==> src/logic/fpc_pkg.sv <==
// Constants for the fan drive channel configuration block
package fpc_pkg;
  localparam int NUM_CH = 3;
  // Register offsets
  localparam logic [7:0] OFS_CPU_LOW  = 8'h34;
  localparam logic [7:0] OFS_CFG_ONE  = 8'h5c;
  localparam logic [7:0] OFS_CFG_TWO  = 8'h5d;
  localparam logic [7:0] OFS_CFG_THR  = 8'h5e;
  // Reset values
  localparam logic [7:0] RST_CFG      = 8'h62;
  localparam logic [7:0] RST_CPU_LOW  = 8'h81;
  // Field positions
  localparam int SPIN_LSB  = 0;
  localparam int SPIN_W    = 3;
  localparam int ALT_BIT   = 3;
  localparam int FLIP_BIT  = 4;
  localparam int SRC_LSB   = 5;
  localparam int SRC_W     = 3;
  // Control source codes and the no-spin-up code
  localparam logic [2:0] SRC_A  = 3'h0;
  localparam logic [2:0] SRC_B  = 3'h1;
  localparam logic [2:0] SRC_C  = 3'h2;
  localparam logic [2:0] SRC_D  = 3'h3;
  localparam logic [2:0] SRC_E  = 3'h4;
  localparam logic [2:0] SRC_F  = 3'h5;
  localparam logic [2:0] SRC_G  = 3'h6;
  localparam logic [2:0] SRC_H  = 3'h7;
  localparam logic [2:0] SPIN_NONE = 3'h0;
  // Duty and count limits
  localparam logic [7:0]  DUTY_FULL  = 8'hff;
  localparam logic [7:0]  DUTY_OFF   = 8'h00;
  localparam logic [15:0] FAN_SPEED_INPUT_ALL1  = 16'hffff;
  localparam logic [15:0] FAN_SPEED_INPUT_ALL0  = 16'h0000;
  localparam logic [1:0]  EDGES_OK   = 2'h2;
  // Spin-up periods in milliseconds
  localparam logic [11:0] SPIN_MS_1 = 12'd100;
  localparam logic [11:0] SPIN_MS_2 = 12'd250;
  localparam logic [11:0] SPIN_MS_3 = 12'd400;
  localparam logic [11:0] SPIN_MS_4 = 12'd667;
  localparam logic [11:0] SPIN_MS_5 = 12'd1000;
  localparam logic [11:0] SPIN_MS_6 = 12'd2000;
  localparam logic [11:0] SPIN_MS_7 = 12'd4000;
  // Clock and millisecond tick
  localparam int CLK_PERIOD_PS = 4000;
  localparam int MS_IN_PS      = 1000000000;
  localparam int MS_CYCLES     = MS_IN_PS / CLK_PERIOD_PS;
  typedef enum logic [1:0] {SU_IDLE, SU_SPIN, SU_MEAS} fpc_su_type;
endpackage : fpc_pkg

==> src/logic/fpc_channel_config.sv <==
// Fan drive channel configuration, spin-up and source selection
`timescale 1ns/10ps
module fpc_channel_config #(
  parameter int MS_CYCLES = fpc_pkg::MS_CYCLES
) (
  // Clock and reset
  input  wire logic                 clock_i,
  input  wire logic                 sys_rst_i,
  // Register port from serial management engine
  input  wire logic [7:0]           reg_addr_i,
  input  wire logic [7:0]           reg_wdata_i,
  input  wire logic                 reg_wr_i,
  input  wire logic                 reg_rd_i,
  output logic      [7:0]           reg_rdata_o,
  input  wire logic                 lock_i,
  // Automatic duties from temperature paths, plus per-channel manual duties
  input  wire logic [7:0]           remote_one_duty_i,
  input  wire logic [7:0]           local_duty_i,
  input  wire logic [7:0]           remote_two_duty_i,
  input  wire logic [7:0]           cpu_reading_zero_duty_i,
  input  wire logic [7:0]           cpu_reading_one_duty_i,
  input  wire logic [7:0]           cpu_reading_two_duty_i,
  input  wire logic [7:0]           cpu_reading_three_duty_i,
  input  wire logic [2:0][7:0]      manual_duty_i,
  // Fan tachometer side
  input  wire logic [2:0]           fan_speed_input_i,
  input  wire logic [2:0]           spin_req_i,
  input  wire logic [2:0]           meas_done_i,
  input  wire logic [2:0]           fan_speed_input_valid_i,
  input  wire logic [2:0][15:0]     fan_speed_input_count_i,
  input  wire logic [2:0][15:0]     fan_speed_input_min_i,
  input  wire logic [2:0]           fault_clr_i,
  // Per channel results and the CPU low limit
  output logic      [2:0][7:0]      duty_o,
  output logic      [2:0]           polarity_flip_o,
  output logic      [2:0]           spin_hold_o,
  output logic      [2:0]           channel_off_o,
  output logic      [2:0]           manual_mode_o,
  output logic      [2:0][15:0]     fan_speed_input_count_o,
  output logic      [2:0]           fan_fault_o,
  output logic      [7:0]           cpu_low_limit_o
);

  logic [7:0]              cfg_r [fpc_pkg::NUM_CH];
  logic [7:0]              cpu_low_r;
  logic [31:0]             ms_cnt_r;
  logic                    ms_tick_r;
  logic [2:0]              sync1_r;
  logic [2:0]              sync2_r;
  logic [2:0]              sync3_r;
  logic [2:0]              fan_speed_input_rise;
  fpc_pkg::fpc_su_type     su_r [fpc_pkg::NUM_CH];
  logic [11:0]             el_ms_r [fpc_pkg::NUM_CH];
  logic [1:0]              edges_r [fpc_pkg::NUM_CH];
  logic [2:0]              hold_r;
  logic [2:0]              ovr_r;
  logic [2:0]              fault_r;
  logic [2:0]              was_off_r;

  function automatic logic [7:0] max8(input logic [7:0] a, input logic [7:0] b);
    max8 = (a > b) ? a : b;
  endfunction : max8

  function automatic logic [11:0] spin_ms(input logic [2:0] code);
    case (code)
      3'h1:    spin_ms = fpc_pkg::SPIN_MS_1;
      3'h2:    spin_ms = fpc_pkg::SPIN_MS_2;
      3'h3:    spin_ms = fpc_pkg::SPIN_MS_3;
      3'h4:    spin_ms = fpc_pkg::SPIN_MS_4;
      3'h5:    spin_ms = fpc_pkg::SPIN_MS_5;
      3'h6:    spin_ms = fpc_pkg::SPIN_MS_6;
      3'h7:    spin_ms = fpc_pkg::SPIN_MS_7;
      default: spin_ms = 12'h000;
    endcase
  endfunction : spin_ms

  function automatic logic [2:0] src_of(input logic [7:0] cfg);
    src_of = cfg[fpc_pkg::SRC_LSB +: fpc_pkg::SRC_W];
  endfunction : src_of

  function automatic logic is_off(input logic [7:0] cfg);
    is_off = !cfg[fpc_pkg::ALT_BIT] && (src_of(cfg) == fpc_pkg::SRC_E);
  endfunction : is_off

  function automatic logic is_manual(input logic [7:0] cfg);
    is_manual = !cfg[fpc_pkg::ALT_BIT] && (src_of(cfg) == fpc_pkg::SRC_H);
  endfunction : is_manual

  // Source decode for one channel
  function automatic logic [7:0] pick_duty(input logic [7:0] cfg, input logic [7:0] man);
    logic [7:0] cpu_max;
    logic [7:0] sens_max;
    cpu_max  = max8(max8(cpu_reading_zero_duty_i, cpu_reading_one_duty_i),
                    max8(cpu_reading_two_duty_i, cpu_reading_three_duty_i));
    sens_max = max8(remote_one_duty_i, max8(local_duty_i, remote_two_duty_i));
    pick_duty = fpc_pkg::DUTY_FULL;
    if (!cfg[fpc_pkg::ALT_BIT])
    begin
      case (src_of(cfg))
        fpc_pkg::SRC_A: pick_duty = remote_one_duty_i;
        fpc_pkg::SRC_B: pick_duty = local_duty_i;
        fpc_pkg::SRC_C: pick_duty = remote_two_duty_i;
        fpc_pkg::SRC_D: pick_duty = fpc_pkg::DUTY_FULL;
        fpc_pkg::SRC_E: pick_duty = fpc_pkg::DUTY_OFF;
        fpc_pkg::SRC_F: pick_duty = max8(local_duty_i, remote_two_duty_i);
        fpc_pkg::SRC_G: pick_duty = sens_max;
        fpc_pkg::SRC_H: pick_duty = man;
        default:        pick_duty = fpc_pkg::DUTY_FULL;
      endcase
    end
    else
    begin
      case (src_of(cfg))
        fpc_pkg::SRC_A: pick_duty = cpu_reading_zero_duty_i;
        fpc_pkg::SRC_B: pick_duty = cpu_reading_one_duty_i;
        fpc_pkg::SRC_C: pick_duty = cpu_reading_two_duty_i;
        fpc_pkg::SRC_D: pick_duty = cpu_reading_three_duty_i;
        fpc_pkg::SRC_F: pick_duty = cpu_max;
        fpc_pkg::SRC_H: pick_duty = max8(sens_max, cpu_max);
        default:        pick_duty = fpc_pkg::DUTY_FULL;
      endcase
    end
  endfunction : pick_duty

  // Register writes; lock makes the whole set read-only
  always_ff @(posedge clock_i)
  begin
    if (sys_rst_i)
    begin
      for (int i = 0; i < fpc_pkg::NUM_CH; i++)
        cfg_r[i] <= fpc_pkg::RST_CFG;
      cpu_low_r <= fpc_pkg::RST_CPU_LOW;
    end
    else if (reg_wr_i && !lock_i)
    begin
      case (reg_addr_i)
        fpc_pkg::OFS_CPU_LOW: cpu_low_r <= reg_wdata_i;
        fpc_pkg::OFS_CFG_ONE: cfg_r[0]  <= reg_wdata_i;
        fpc_pkg::OFS_CFG_TWO: cfg_r[1]  <= reg_wdata_i;
        fpc_pkg::OFS_CFG_THR: cfg_r[2]  <= reg_wdata_i;
        default:              cpu_low_r <= cpu_low_r;
      endcase
    end
  end

  // Read data, zero for unmapped offsets
  always_ff @(posedge clock_i)
  begin
    if (sys_rst_i)
      reg_rdata_o <= 8'h00;
    else if (reg_rd_i)
    begin
      case (reg_addr_i)
        fpc_pkg::OFS_CPU_LOW: reg_rdata_o <= cpu_low_r;
        fpc_pkg::OFS_CFG_ONE: reg_rdata_o <= cfg_r[0];
        fpc_pkg::OFS_CFG_TWO: reg_rdata_o <= cfg_r[1];
        fpc_pkg::OFS_CFG_THR: reg_rdata_o <= cfg_r[2];
        default:              reg_rdata_o <= 8'h00;
      endcase
    end
  end

  // Shared millisecond tick
  always_ff @(posedge clock_i)
  begin
    if (sys_rst_i)
    begin
      ms_cnt_r  <= 32'h0;
      ms_tick_r <= 1'b0;
    end
    else if (ms_cnt_r == 32'(MS_CYCLES - 1))
    begin
      ms_cnt_r  <= 32'h0;
      ms_tick_r <= 1'b1;
    end
    else
    begin
      ms_cnt_r  <= ms_cnt_r + 32'h1;
      ms_tick_r <= 1'b0;
    end
  end

  // Fan_speed_input pins are asynchronous; third stage only feeds the edge detect
  always_ff @(posedge clock_i)
  begin
    if (sys_rst_i)
    begin
      sync1_r <= 3'h0;
      sync2_r <= 3'h0;
      sync3_r <= 3'h0;
    end
    else
    begin
      sync1_r <= fan_speed_input_i;
      sync2_r <= sync1_r;
      sync3_r <= sync2_r;
    end
  end

  assign fan_speed_input_rise = sync2_r & ~sync3_r;

  // Spin-up sequence per channel
  always_ff @(posedge clock_i)
  begin
    if (sys_rst_i)
    begin
      for (int i = 0; i < fpc_pkg::NUM_CH; i++)
      begin
        su_r[i]    <= fpc_pkg::SU_SPIN;
        el_ms_r[i] <= 12'h000;
        edges_r[i] <= 2'h0;
      end
      hold_r    <= 3'h7;
      was_off_r <= 3'h0;
    end
    else
    begin
      for (int i = 0; i < fpc_pkg::NUM_CH; i++)
      begin
        was_off_r[i] <= is_off(cfg_r[i]);
        // Restart on request or when leaving the off state
        if (spin_req_i[i] || (was_off_r[i] && !is_off(cfg_r[i])))
        begin
          su_r[i]    <= fpc_pkg::SU_SPIN;
          el_ms_r[i] <= 12'h000;
          edges_r[i] <= 2'h0;
          hold_r[i]  <= (cfg_r[i][fpc_pkg::SPIN_LSB +: fpc_pkg::SPIN_W] != fpc_pkg::SPIN_NONE);
        end
        else
        begin
          case (su_r[i])
            fpc_pkg::SU_SPIN:
            begin
              if (fan_speed_input_rise[i] && edges_r[i] != fpc_pkg::EDGES_OK)
                edges_r[i] <= edges_r[i] + 2'h1;
              if (ms_tick_r)
                el_ms_r[i] <= el_ms_r[i] + 12'h001;
              if (cfg_r[i][fpc_pkg::SPIN_LSB +: fpc_pkg::SPIN_W] == fpc_pkg::SPIN_NONE)
              begin
                su_r[i]   <= fpc_pkg::SU_IDLE;
                hold_r[i] <= 1'b0;
              end
              else if (edges_r[i] == fpc_pkg::EDGES_OK)
              begin
                su_r[i]   <= fpc_pkg::SU_IDLE;
                hold_r[i] <= 1'b0;
              end
              else if (el_ms_r[i] >= spin_ms(cfg_r[i][fpc_pkg::SPIN_LSB +: fpc_pkg::SPIN_W]))
              begin
                su_r[i]   <= fpc_pkg::SU_MEAS;
                hold_r[i] <= 1'b0;
              end
            end
            fpc_pkg::SU_MEAS:
              if (meas_done_i[i])
                su_r[i] <= fpc_pkg::SU_IDLE;
            fpc_pkg::SU_IDLE:
              su_r[i] <= fpc_pkg::SU_IDLE;
            default:
              su_r[i] <= fpc_pkg::SU_IDLE;
          endcase
        end
      end
    end
  end

  // Count override for the first measurement after a failed spin-up
  always_ff @(posedge clock_i)
  begin
    if (sys_rst_i)
      ovr_r <= 3'h0;
    else
      for (int i = 0; i < fpc_pkg::NUM_CH; i++)
        if (meas_done_i[i])
          ovr_r[i] <= (su_r[i] == fpc_pkg::SU_MEAS) && !fan_speed_input_valid_i[i];
  end

  // Sticky fault; a new fault wins over a clear in the same cycle
  always_ff @(posedge clock_i)
  begin
    if (sys_rst_i)
      fault_r <= 3'h0;
    else
      for (int i = 0; i < fpc_pkg::NUM_CH; i++)
        if (meas_done_i[i] && su_r[i] == fpc_pkg::SU_MEAS && !fan_speed_input_valid_i[i])
          fault_r[i] <= 1'b1;
        else if (fault_clr_i[i])
          fault_r[i] <= 1'b0;
  end

  // Registered outputs
  always_ff @(posedge clock_i)
  begin
    if (sys_rst_i)
    begin
      duty_o          <= '0;
      polarity_flip_o <= 3'h0;
      spin_hold_o     <= 3'h0;
      channel_off_o   <= 3'h0;
      manual_mode_o   <= 3'h0;
      fan_speed_input_count_o    <= '0;
      fan_fault_o     <= 3'h0;
      cpu_low_limit_o <= fpc_pkg::RST_CPU_LOW;
    end
    else
    begin
      cpu_low_limit_o <= cpu_low_r;
      for (int i = 0; i < fpc_pkg::NUM_CH; i++)
      begin
        // Spin-up forces full drive regardless of source
        duty_o[i]          <= hold_r[i] ? fpc_pkg::DUTY_FULL : pick_duty(cfg_r[i], manual_duty_i[i]);
        spin_hold_o[i]     <= hold_r[i];
        polarity_flip_o[i] <= cfg_r[i][fpc_pkg::FLIP_BIT];
        channel_off_o[i]   <= is_off(cfg_r[i]);
        manual_mode_o[i]   <= is_manual(cfg_r[i]);
        fan_speed_input_count_o[i]    <= ovr_r[i] ? fpc_pkg::FAN_SPEED_INPUT_ALL1 : fan_speed_input_count_i[i];
        fan_fault_o[i]     <= fault_r[i] && (fan_speed_input_min_i[i] != fpc_pkg::FAN_SPEED_INPUT_ALL1)
                              && (fan_speed_input_min_i[i] != fpc_pkg::FAN_SPEED_INPUT_ALL0);
      end
    end
  end

endmodule : fpc_channel_config

==> config.mk <==
export PLATFORM = sky130hd
export DESIGN_NAME = fpc_channel_config
export DESIGN_NICKNAME = d
export VERILOG_FILES = /design/src/logic/fpc_pkg.sv /design/src/logic/fpc_channel_config.sv
export SDC_FILE = /design/constraint.sdc
export NUM_CORES = 1
export LEC_CHECK = 0
export BUFFER_PORTS_ARGS = -buffer_cell sky130_fd_sc_hd__buf_4
export CAP_MARGIN = 20
export CORE_MARGIN = 5
export CORE_UTILIZATION = 36
export DETAILED_ROUTE_END_ITERATION = 10
export GPL_ROUTABILITY_DRIVEN = 1
export SLEW_MARGIN = 15
export SYNTH_ARGS = -nofsm -noshare
export SYNTH_HDL_FRONTEND = slang
export SYNTH_SLANG_ARGS = --single-unit
==> constraint.sdc <==
create_clock -name clock_i -period 5.9 [get_ports clock_i]
set_clock_uncertainty 0.2 [all_clocks]
set_input_delay 0.295 -clock clock_i [delete_from_list [all_inputs] [get_ports clock_i]]
set_output_delay 0.295 -clock clock_i [all_outputs]
set_load 0.01 [all_outputs]
Yosys cells after proc, flatten, opt, wreduce, memory -nomap -nowiden --
Memory sizes are Yosys's and may differ from the RTL's. Index checks and enable logic that the tools add are counted.
Cells by class: add/subtract/negate cells 7, order comparisons 9, equal/unequal tests 62, mux-type cells 242, bitwise gates (word level) 38, reduce and logical (&&, ||, !) cells 73
Operator list (count):
- $mux W12 | 21
- $pmux W12 S7 | 3
- $pmux W8 S8 | 3
- $mux W1 | 166
- $pmux W8 S6 | 3
- $mux W8 | 15
- $eq A3 B3 Y1 const B | 24
- $mux W2 | 27
- $gt A8 B8 Y1 | 6
- $mux W16 | 3
- $ne A16 B16 Y1 const B | 3
- $reduce_bool A16 Y1 | 3
- $add A12 B1 Y12 const B | 3
- $eq A3 B2 Y1 const B | 12
- $ge A12 B12 Y1 | 3
- $or A1 B1 Y1 | 36
- $add A32 B1 Y32 const B | 1
- $eq A32 B18 Y1 const B | 1
- $pmux W8 S4 | 1
- $logic_and A1 B1 Y1 | 28
- $eq A8 B7 Y1 const B | 3
- $eq A3 B1 Y1 const B | 6
- $logic_not A3 Y1 | 6
- $eq A2 B2 Y1 const B | 6
- 15 further kinds | 48
Storage, ports and cells: flip-flop bits (word level) 162, memory bits (writable) 72, input bits 212, output and inout port bits 103, word-level logic and storage cells 463, memories 4
Memories:
- el_ms_r | words 3, width 12, rd ports 3, clocked after Yosys merged registers in 0, write ports 3, line fpc_channel_config.sv:53 | logic [11:0] el_ms_r [fpc_pkg::NUM_CH];
- cfg_r | words 3, width 8, rd ports 3, clocked after Yosys merged registers in 0, write ports 3, line fpc_channel_config.sv:44 | logic [7:0] cfg_r [fpc_pkg::NUM_CH];
- edges_r | words 3, width 2, rd ports 3, clocked after Yosys merged registers in 0, write ports 3, line fpc_channel_config.sv:54 | logic [1:0] edges_r [fpc_pkg::NUM_CH];
- su_r | words 3, width 2, rd ports 3, clocked after Yosys merged registers in 0, write ports 3, line fpc_channel_config.sv:52 | fpc_pkg::fpc_su_type su_r [fpc_pkg::NUM_CH];

Depth between registers and ports, before layout --
word-level depth 19, gate-level depth with buffers 29, mapped depth without buffers 26

Worst setup path before layout --
OpenSTA, ideal clock, no wires.
kind input to register, start point in remote_two_duty_i[5], end point reg duty_o[10] (netlist name), library setup time 0.082 ns, arrival 5.474 ns, required time 5.618 ns, path slack 0.143 ns, stages on the path 27, buffers on the path 2, path through inv_1 -> ha_1 -> a211o_1 -> a21oi_2 -> nor2_1 -> a21oi_4 -> mux2_2 -> inv_1 -> ha_1 -> and3_1 -> and3_1 -> and4b_1 -> o221a_2 -> o21bai_1 -> buf_2 -> a21oi_1 -> nor2_1 -> ha_1 -> a21oi_1 -> nor2b_1 -> o21ai_0 -> nand2b_1 -> a21oi_1 -> o32ai_4 -> buf_6 -> or4_1 -> o221ai_1
Between the ends: cells in the longest elaborated chain, start to end 9, elaborated cells between the ends (all ways) 10, those cells by class 3 x order compare; 7 x mux
Ends and longest elaborated chain:
- start: declaration | line fpc_channel_config.sv:19 | input wire logic [7:0] remote_two_duty_i,
- $gt A8 B8 Y1 | line fpc_channel_config.sv:61 | max8 = (a > b) ? a : b;
- $mux W8 (*) | line fpc_channel_config.sv:61
- $gt A8 B8 Y1 | line fpc_channel_config.sv:61
- $mux W8 | line fpc_channel_config.sv:61
- $gt A8 B8 Y1 | line fpc_channel_config.sv:61
- $mux W8 | line fpc_channel_config.sv:61
- $pmux W8 S6 | line fpc_channel_config.sv:113 | case (src_of(cfg))
- $mux W8 (*) | line fpc_channel_config.sv:97 | if (!cfg[fpc_pkg::ALT_BIT])
- $mux W8 (*) | line fpc_channel_config.sv:311 | duty_o[i] <= hold_r[i] ? fpc_pkg::DUTY_FULL : pick_duty(cfg_r[i], manual_duty_i[i]);
- end signal: indexed assignment | line fpc_channel_config.sv:311
- end: declaration | line fpc_channel_config.sv:34 | output logic [2:0][7:0] duty_o,
Mark *: on every way between the ends. The rest lies on a longest branch, timed or not. A chain may end at the register's enable or synchronous reset.

Worst setup path after layout --
start point in remote_two_duty_i[5], end point reg duty_o[2] (netlist name)
Same word-level chain as after synthesis.

==> flow_results.xml <==
<?xml version="1.0" encoding="UTF-8"?>
<metrics>
  <group name="timing">
    <metric name="timing.final.ws_setup" unit="ps">424</metric>
    <metric name="relSlewSlack" unit="">0.373</metric>
    <metric name="finalHoldWorstSlack" unit="ps">44.4</metric>
    <metric name="unrepaired_setup_endpoints_after_global_routing" unit="">no</metric>
    <metric name="max_freq" unit="MHz">183</metric>
    <metric name="fin_crit" unit="ps">5480</metric>
    <metric name="final.period_utilization" unit="">0.928</metric>
    <metric name="finalMaxSlewViolations" unit="">0</metric>
    <metric name="finalSetupViolCount" unit="">0</metric>
    <metric name="tightest_slew" unit="ps">937</metric>
    <metric name="timing_hold_violations_final" unit="">0</metric>
  </group>
  <group name="power">
    <metric name="p_seq_frac" unit="">0.366</metric>
    <metric name="pwr_density_cell" unit="nW/µm²">246</metric>
    <metric name="power_switching_share" unit="">0.319</metric>
    <metric name="worst_ir_drop_vdd" unit="mV">0.181</metric>
    <metric name="proportion_of_power_drawn_by_combinational_gates" unit="">0.294</metric>
    <metric name="design_power_total" unit="mW">4.89</metric>
    <metric name="total_leakage_power" unit="nW">8.51</metric>
    <metric name="switching_power" unit="mW">1.56</metric>
    <metric name="internal-power" unit="mW">3.33</metric>
    <metric name="pwr-share-clk" unit="">0.339</metric>
  </group>
  <group name="synthesis">
    <metric name="xor_xnor_share_of_the_synthesized_area" unit="">0.0366</metric>
    <metric name="yosysWarnings" unit="">0</metric>
    <metric name="synth_area_in_compound_gates" unit="">0.195</metric>
    <metric name="synth_top_flop_cell" unit="">sky130_fd_sc_hd__dfxtp_1</metric>
    <metric name="postSynth.asyncResetShare" unit="">0</metric>
    <metric name="netlist-cell-type-count" unit="">91</metric>
    <metric name="post_synth_fa_ha_maj_area_fraction" unit="">0.0713</metric>
    <metric name="yosysTopAreaCellShare" unit="">0.216</metric>
    <metric name="mappedNetlistNets" unit="">2082</metric>
    <metric name="synth_enable_flop_cells" unit="">71</metric>
    <metric name="basic_gate_share_of_the_synthesized_area_counting_and_or_nand_and_nor_cells" unit="">0.234</metric>
    <metric name="synth.yosys.seq_area_share" unit="">0.358</metric>
    <metric name="synth.avg_cell_area" unit="µm²">8.45</metric>
    <metric name="synth_top_cells_by_area" unit="">sky130_fd_sc_hd__dfxtp_1 (22%), sky130_fd_sc_hd__edfxtp_1 (14%), sky130_fd_sc_hd__ha_1 (7.1%)</metric>
    <metric name="synth.ff_latch_count" unit="">234</metric>
    <metric name="postSynthCellCount" unit="">1784</metric>
    <metric name="largest_family_of_logic_cells_by_synthesized_area" unit="">simple AND/OR/NAND/NOR gates</metric>
    <metric name="synthMostInstantiatedCell" unit="">sky130_fd_sc_hd__nor2_1</metric>
    <metric name="synth.cell_area" unit="µm²">15100</metric>
    <metric name="synthDominantAreaCellType" unit="">sky130_fd_sc_hd__dfxtp_1</metric>
    <metric name="synth_top_cells_by_count" unit="">sky130_fd_sc_hd__nor2_1 (270), sky130_fd_sc_hd__dfxtp_1 (163), sky130_fd_sc_hd__nand2_1 (123)</metric>
    <metric name="synth.mux.area_fraction" unit="">0.0610</metric>
  </group>
  <group name="place">
    <metric name="port_buffers" unit="">314</metric>
    <metric name="dp_slack" unit="ps">-51.5</metric>
    <metric name="final_hpwl_dp" unit="µm">43300</metric>
    <metric name="globalplace.congestion" unit="">0.990</metric>
  </group>
  <group name="critical_path">
    <metric name="cpPeakStageDelay" unit="ps">550</metric>
    <metric name="cp.required" unit="ps">6120</metric>
    <metric name="crit_arrival" unit="ps">5690</metric>
    <metric name="timing.setup.critical_path_class" unit="">input port to flip-flop</metric>
    <metric name="crit_path_start_kind" unit="">input port</metric>
    <metric name="ff2ff_path_depth" unit="">13</metric>
    <metric name="kind_of_capture_point_of_the_worst_setup_path" unit="">flip-flop</metric>
    <metric name="critical_path_cell_count" unit="">26</metric>
    <metric name="critPathSlowestCell" unit="">sky130_fd_sc_hd__or4_1</metric>
    <metric name="crit_family" unit="">compound AO/OA/AOI/OAI gates</metric>
    <metric name="path_max_fanout" unit="">17</metric>
    <metric name="critical_path_buf_inv_count" unit="">3</metric>
  </group>
  <group name="flow_run">
    <metric name="timing.max_cap.violations" unit="">0</metric>
  </group>
  <group name="cts">
    <metric name="cts_h_tree_depth" unit="">1</metric>
    <metric name="ctsLongestPathBuffers" unit="">3</metric>
    <metric name="clock_input_transition_at_the_sequential_cells_of_the_worst_setup_and_hold_paths" unit="ps">60</metric>
    <metric name="cts.root.buffer_cell" unit="">sky130_fd_sc_hd__clkbuf_16</metric>
    <metric name="cts_num_sinks" unit="">234</metric>
    <metric name="cts_tree" unit="">built</metric>
    <metric name="clkLatencyLatePin" unit="ps">530</metric>
    <metric name="cts_buffers" unit="">26</metric>
  </group>
  <group name="drt">
    <metric name="routed-via-count" unit="">15300</metric>
    <metric name="route.detailed.vias_per_inst" unit="">5.62</metric>
    <metric name="post-route-drc-count" unit="">0</metric>
    <metric name="detail-route-antenna-nets" unit="">0</metric>
    <metric name="drt-initial-drc-count" unit="">1423</metric>
    <metric name="detail_route.first_pass.iterations" unit="">5</metric>
    <metric name="route.detailed.wl_per_inst" unit="µm">21.1</metric>
    <metric name="detail_route.wirelength" unit="µm">57700</metric>
  </group>
  <group name="floorplan">
    <metric name="initial_utilization" unit="">0.362</metric>
    <metric name="ios" unit="">315</metric>
    <metric name="placementRows" unit="">75</metric>
    <metric name="die_area" unit="µm²">46100</metric>
    <metric name="die_w" unit="µm">215</metric>
    <metric name="floorplan.die.height" unit="µm">215</metric>
    <metric name="area_inside_the_core_boundary" unit="µm²">41700</metric>
  </group>
  <group name="global_route">
    <metric name="global_route.usage.met1" unit="">0.327</metric>
    <metric name="grt_use_total" unit="">0.240</metric>
    <metric name="via_count_of_the_first_global_routing_pass" unit="">15400</metric>
    <metric name="first_pass_grt_wire_length" unit="µm">89400</metric>
    <metric name="grt_max_usage_layer" unit="">met2</metric>
    <metric name="groute.layer.met2.usage" unit="">0.376</metric>
    <metric name="global_route.usage.met3" unit="">0.0542</metric>
    <metric name="antenna_found_initial" unit="">1</metric>
    <metric name="globalRoute.totalOverflow" unit="">0</metric>
    <metric name="grt_start_max_net_pins" unit="">72</metric>
  </group>
  <group name="cells_and_area">
    <metric name="utilization" unit="">0.477</metric>
    <metric name="post_route_cells_drive_above_1_share" unit="">0.218</metric>
    <metric name="fin_nets" unit="">2466</metric>
    <metric name="area_growth" unit="%">31.7</metric>
  </group>
  <group name="status">
    <metric name="run_status" unit="">completed</metric>
  </group>
  <group name="worst_hold_path">
    <metric name="min_delay_path_depth" unit="">2</metric>
    <metric name="hold_path_class" unit="">input port to flip-flop</metric>
  </group>
</metrics>
-- cells in the final DEF, fill, tap and decap left out, types with 14 or more instances in the layout --
cell type	netlist	routed
sky130_fd_sc_hd__xor2_1	39	39
sky130_fd_sc_hd__o31ai_1	14	14
sky130_fd_sc_hd__edfxtp_1	71	71
sky130_fd_sc_hd__nor2_1	270	270
sky130_fd_sc_hd__o221ai_1	18	18
sky130_fd_sc_hd__nor2b_1	44	44
sky130_fd_sc_hd__o211ai_1	26	26
sky130_fd_sc_hd__and3_1	28	28
sky130_fd_sc_hd__mux2i_1	60	60
sky130_fd_sc_hd__ha_1	86	86
sky130_fd_sc_hd__nand4_1	39	39
sky130_fd_sc_hd__buf_4	1	373
sky130_fd_sc_hd__a21oi_1	96	96
sky130_fd_sc_hd__xnor2_1	24	24
sky130_fd_sc_hd__a211oi_1	19	19
sky130_fd_sc_hd__inv_1	72	72
sky130_fd_sc_hd__dfxtp_1	163	163
sky130_fd_sc_hd__a21o_1	23	23
sky130_fd_sc_hd__nor4_1	22	22
sky130_fd_sc_hd__dlygate4sd3_1	0	82
sky130_fd_sc_hd__nand3_1	68	68
sky130_fd_sc_hd__nor3_1	30	30
sky130_fd_sc_hd__clkbuf_16	0	28
sky130_fd_sc_hd__o21ai_0	93	93
sky130_fd_sc_hd__nand2_1	123	123
sky130_fd_sc_hd__nand2b_1	30	30
-- power by group through the flow --
| stage | registers, mW | clock network [mW] | logic (mW) |
|---|---|---|---|
| floorplan | 1.82 | 0 | 0.748 |
| global placement | 1.82 | 0 | 1.35 |
| detailed placement | 1.82 | 0 | 1.35 |
| CTS | 1.79 | 1.71 | 1.40 |
| global route | 1.80 | 1.77 | 1.55 |
| finish | 1.79 | 1.66 | 1.44 |
-- worst paths after layout --
check / slack [ps] / from / endpoint
max: 420 / remote_two_duty_i[5] / duty_o[2]
min: 40 / sys_rst_i / reg_rdata_o[4]
max reg2reg: 2260 / cfg_r[0][9] / su_r[1][1]
min reg2reg: 240 / ms_cnt_r[0] / ms_cnt_r[0]
-- sequential cells by signal, summed over array words and instances (netlist names), 6 cells and up --
register and flops:
ms_cnt_r 32, cfg_r 24, reg_rdata_o 8, fan_speed_input_count_o 48
edges_r 6, el_ms_r 36, cpu_low_limit_o 8, cpu_low_r 8
su_r 6, duty_o 24
-- stage by stage --
stage | cells | setup TNS, ps | area (µm²)
after floorplan | 1784 | 0 | 15100
after global placement | 2597 | 0 | 18200
after detailed placement | 2597 | -220 | 18200
after CTS | 2727 | 0 | 19900
after global routing | 2728 | 0 | 19900
final | 2728 | 0 | 19900
-- cells by family after synthesis --
group	count (synthesis)
simple gates	726
compound gates	424
flops	234
buf+inv	172
fa+ha+maj	86
mux	79
xor+xnor	63
-- routing by layer --
layer | routed length (µm) | vias to the layer above
met5 | 0 | -
met4 | 2230 | 0
met3 | 4690 | 140
met2 | 25200 | 678
met1 | 25500 | 7213
li1 | - | 7297
-- repair_timing --
action,in CTS,in global routing
gates resized for setup,0,1
hold endpoints to repair,102,0
hold buffers,82,0
endpoints found under the setup margin,0,1
setup buffers,0,0
-- layout make-up --
type | count | area, µm²
flip-flops and latches | 234 | 5400
diodes | 1 | 2.50
clock buffers | 33 | 719
clock inverters | 15 | 161
well taps | 539 | 674
inverters | 72 | 270
fillers | 3993 | 21800
repair buffers | 456 | 3630
multi-input cells | 1378 | 9010
Power figures use the tool's default switching activity.
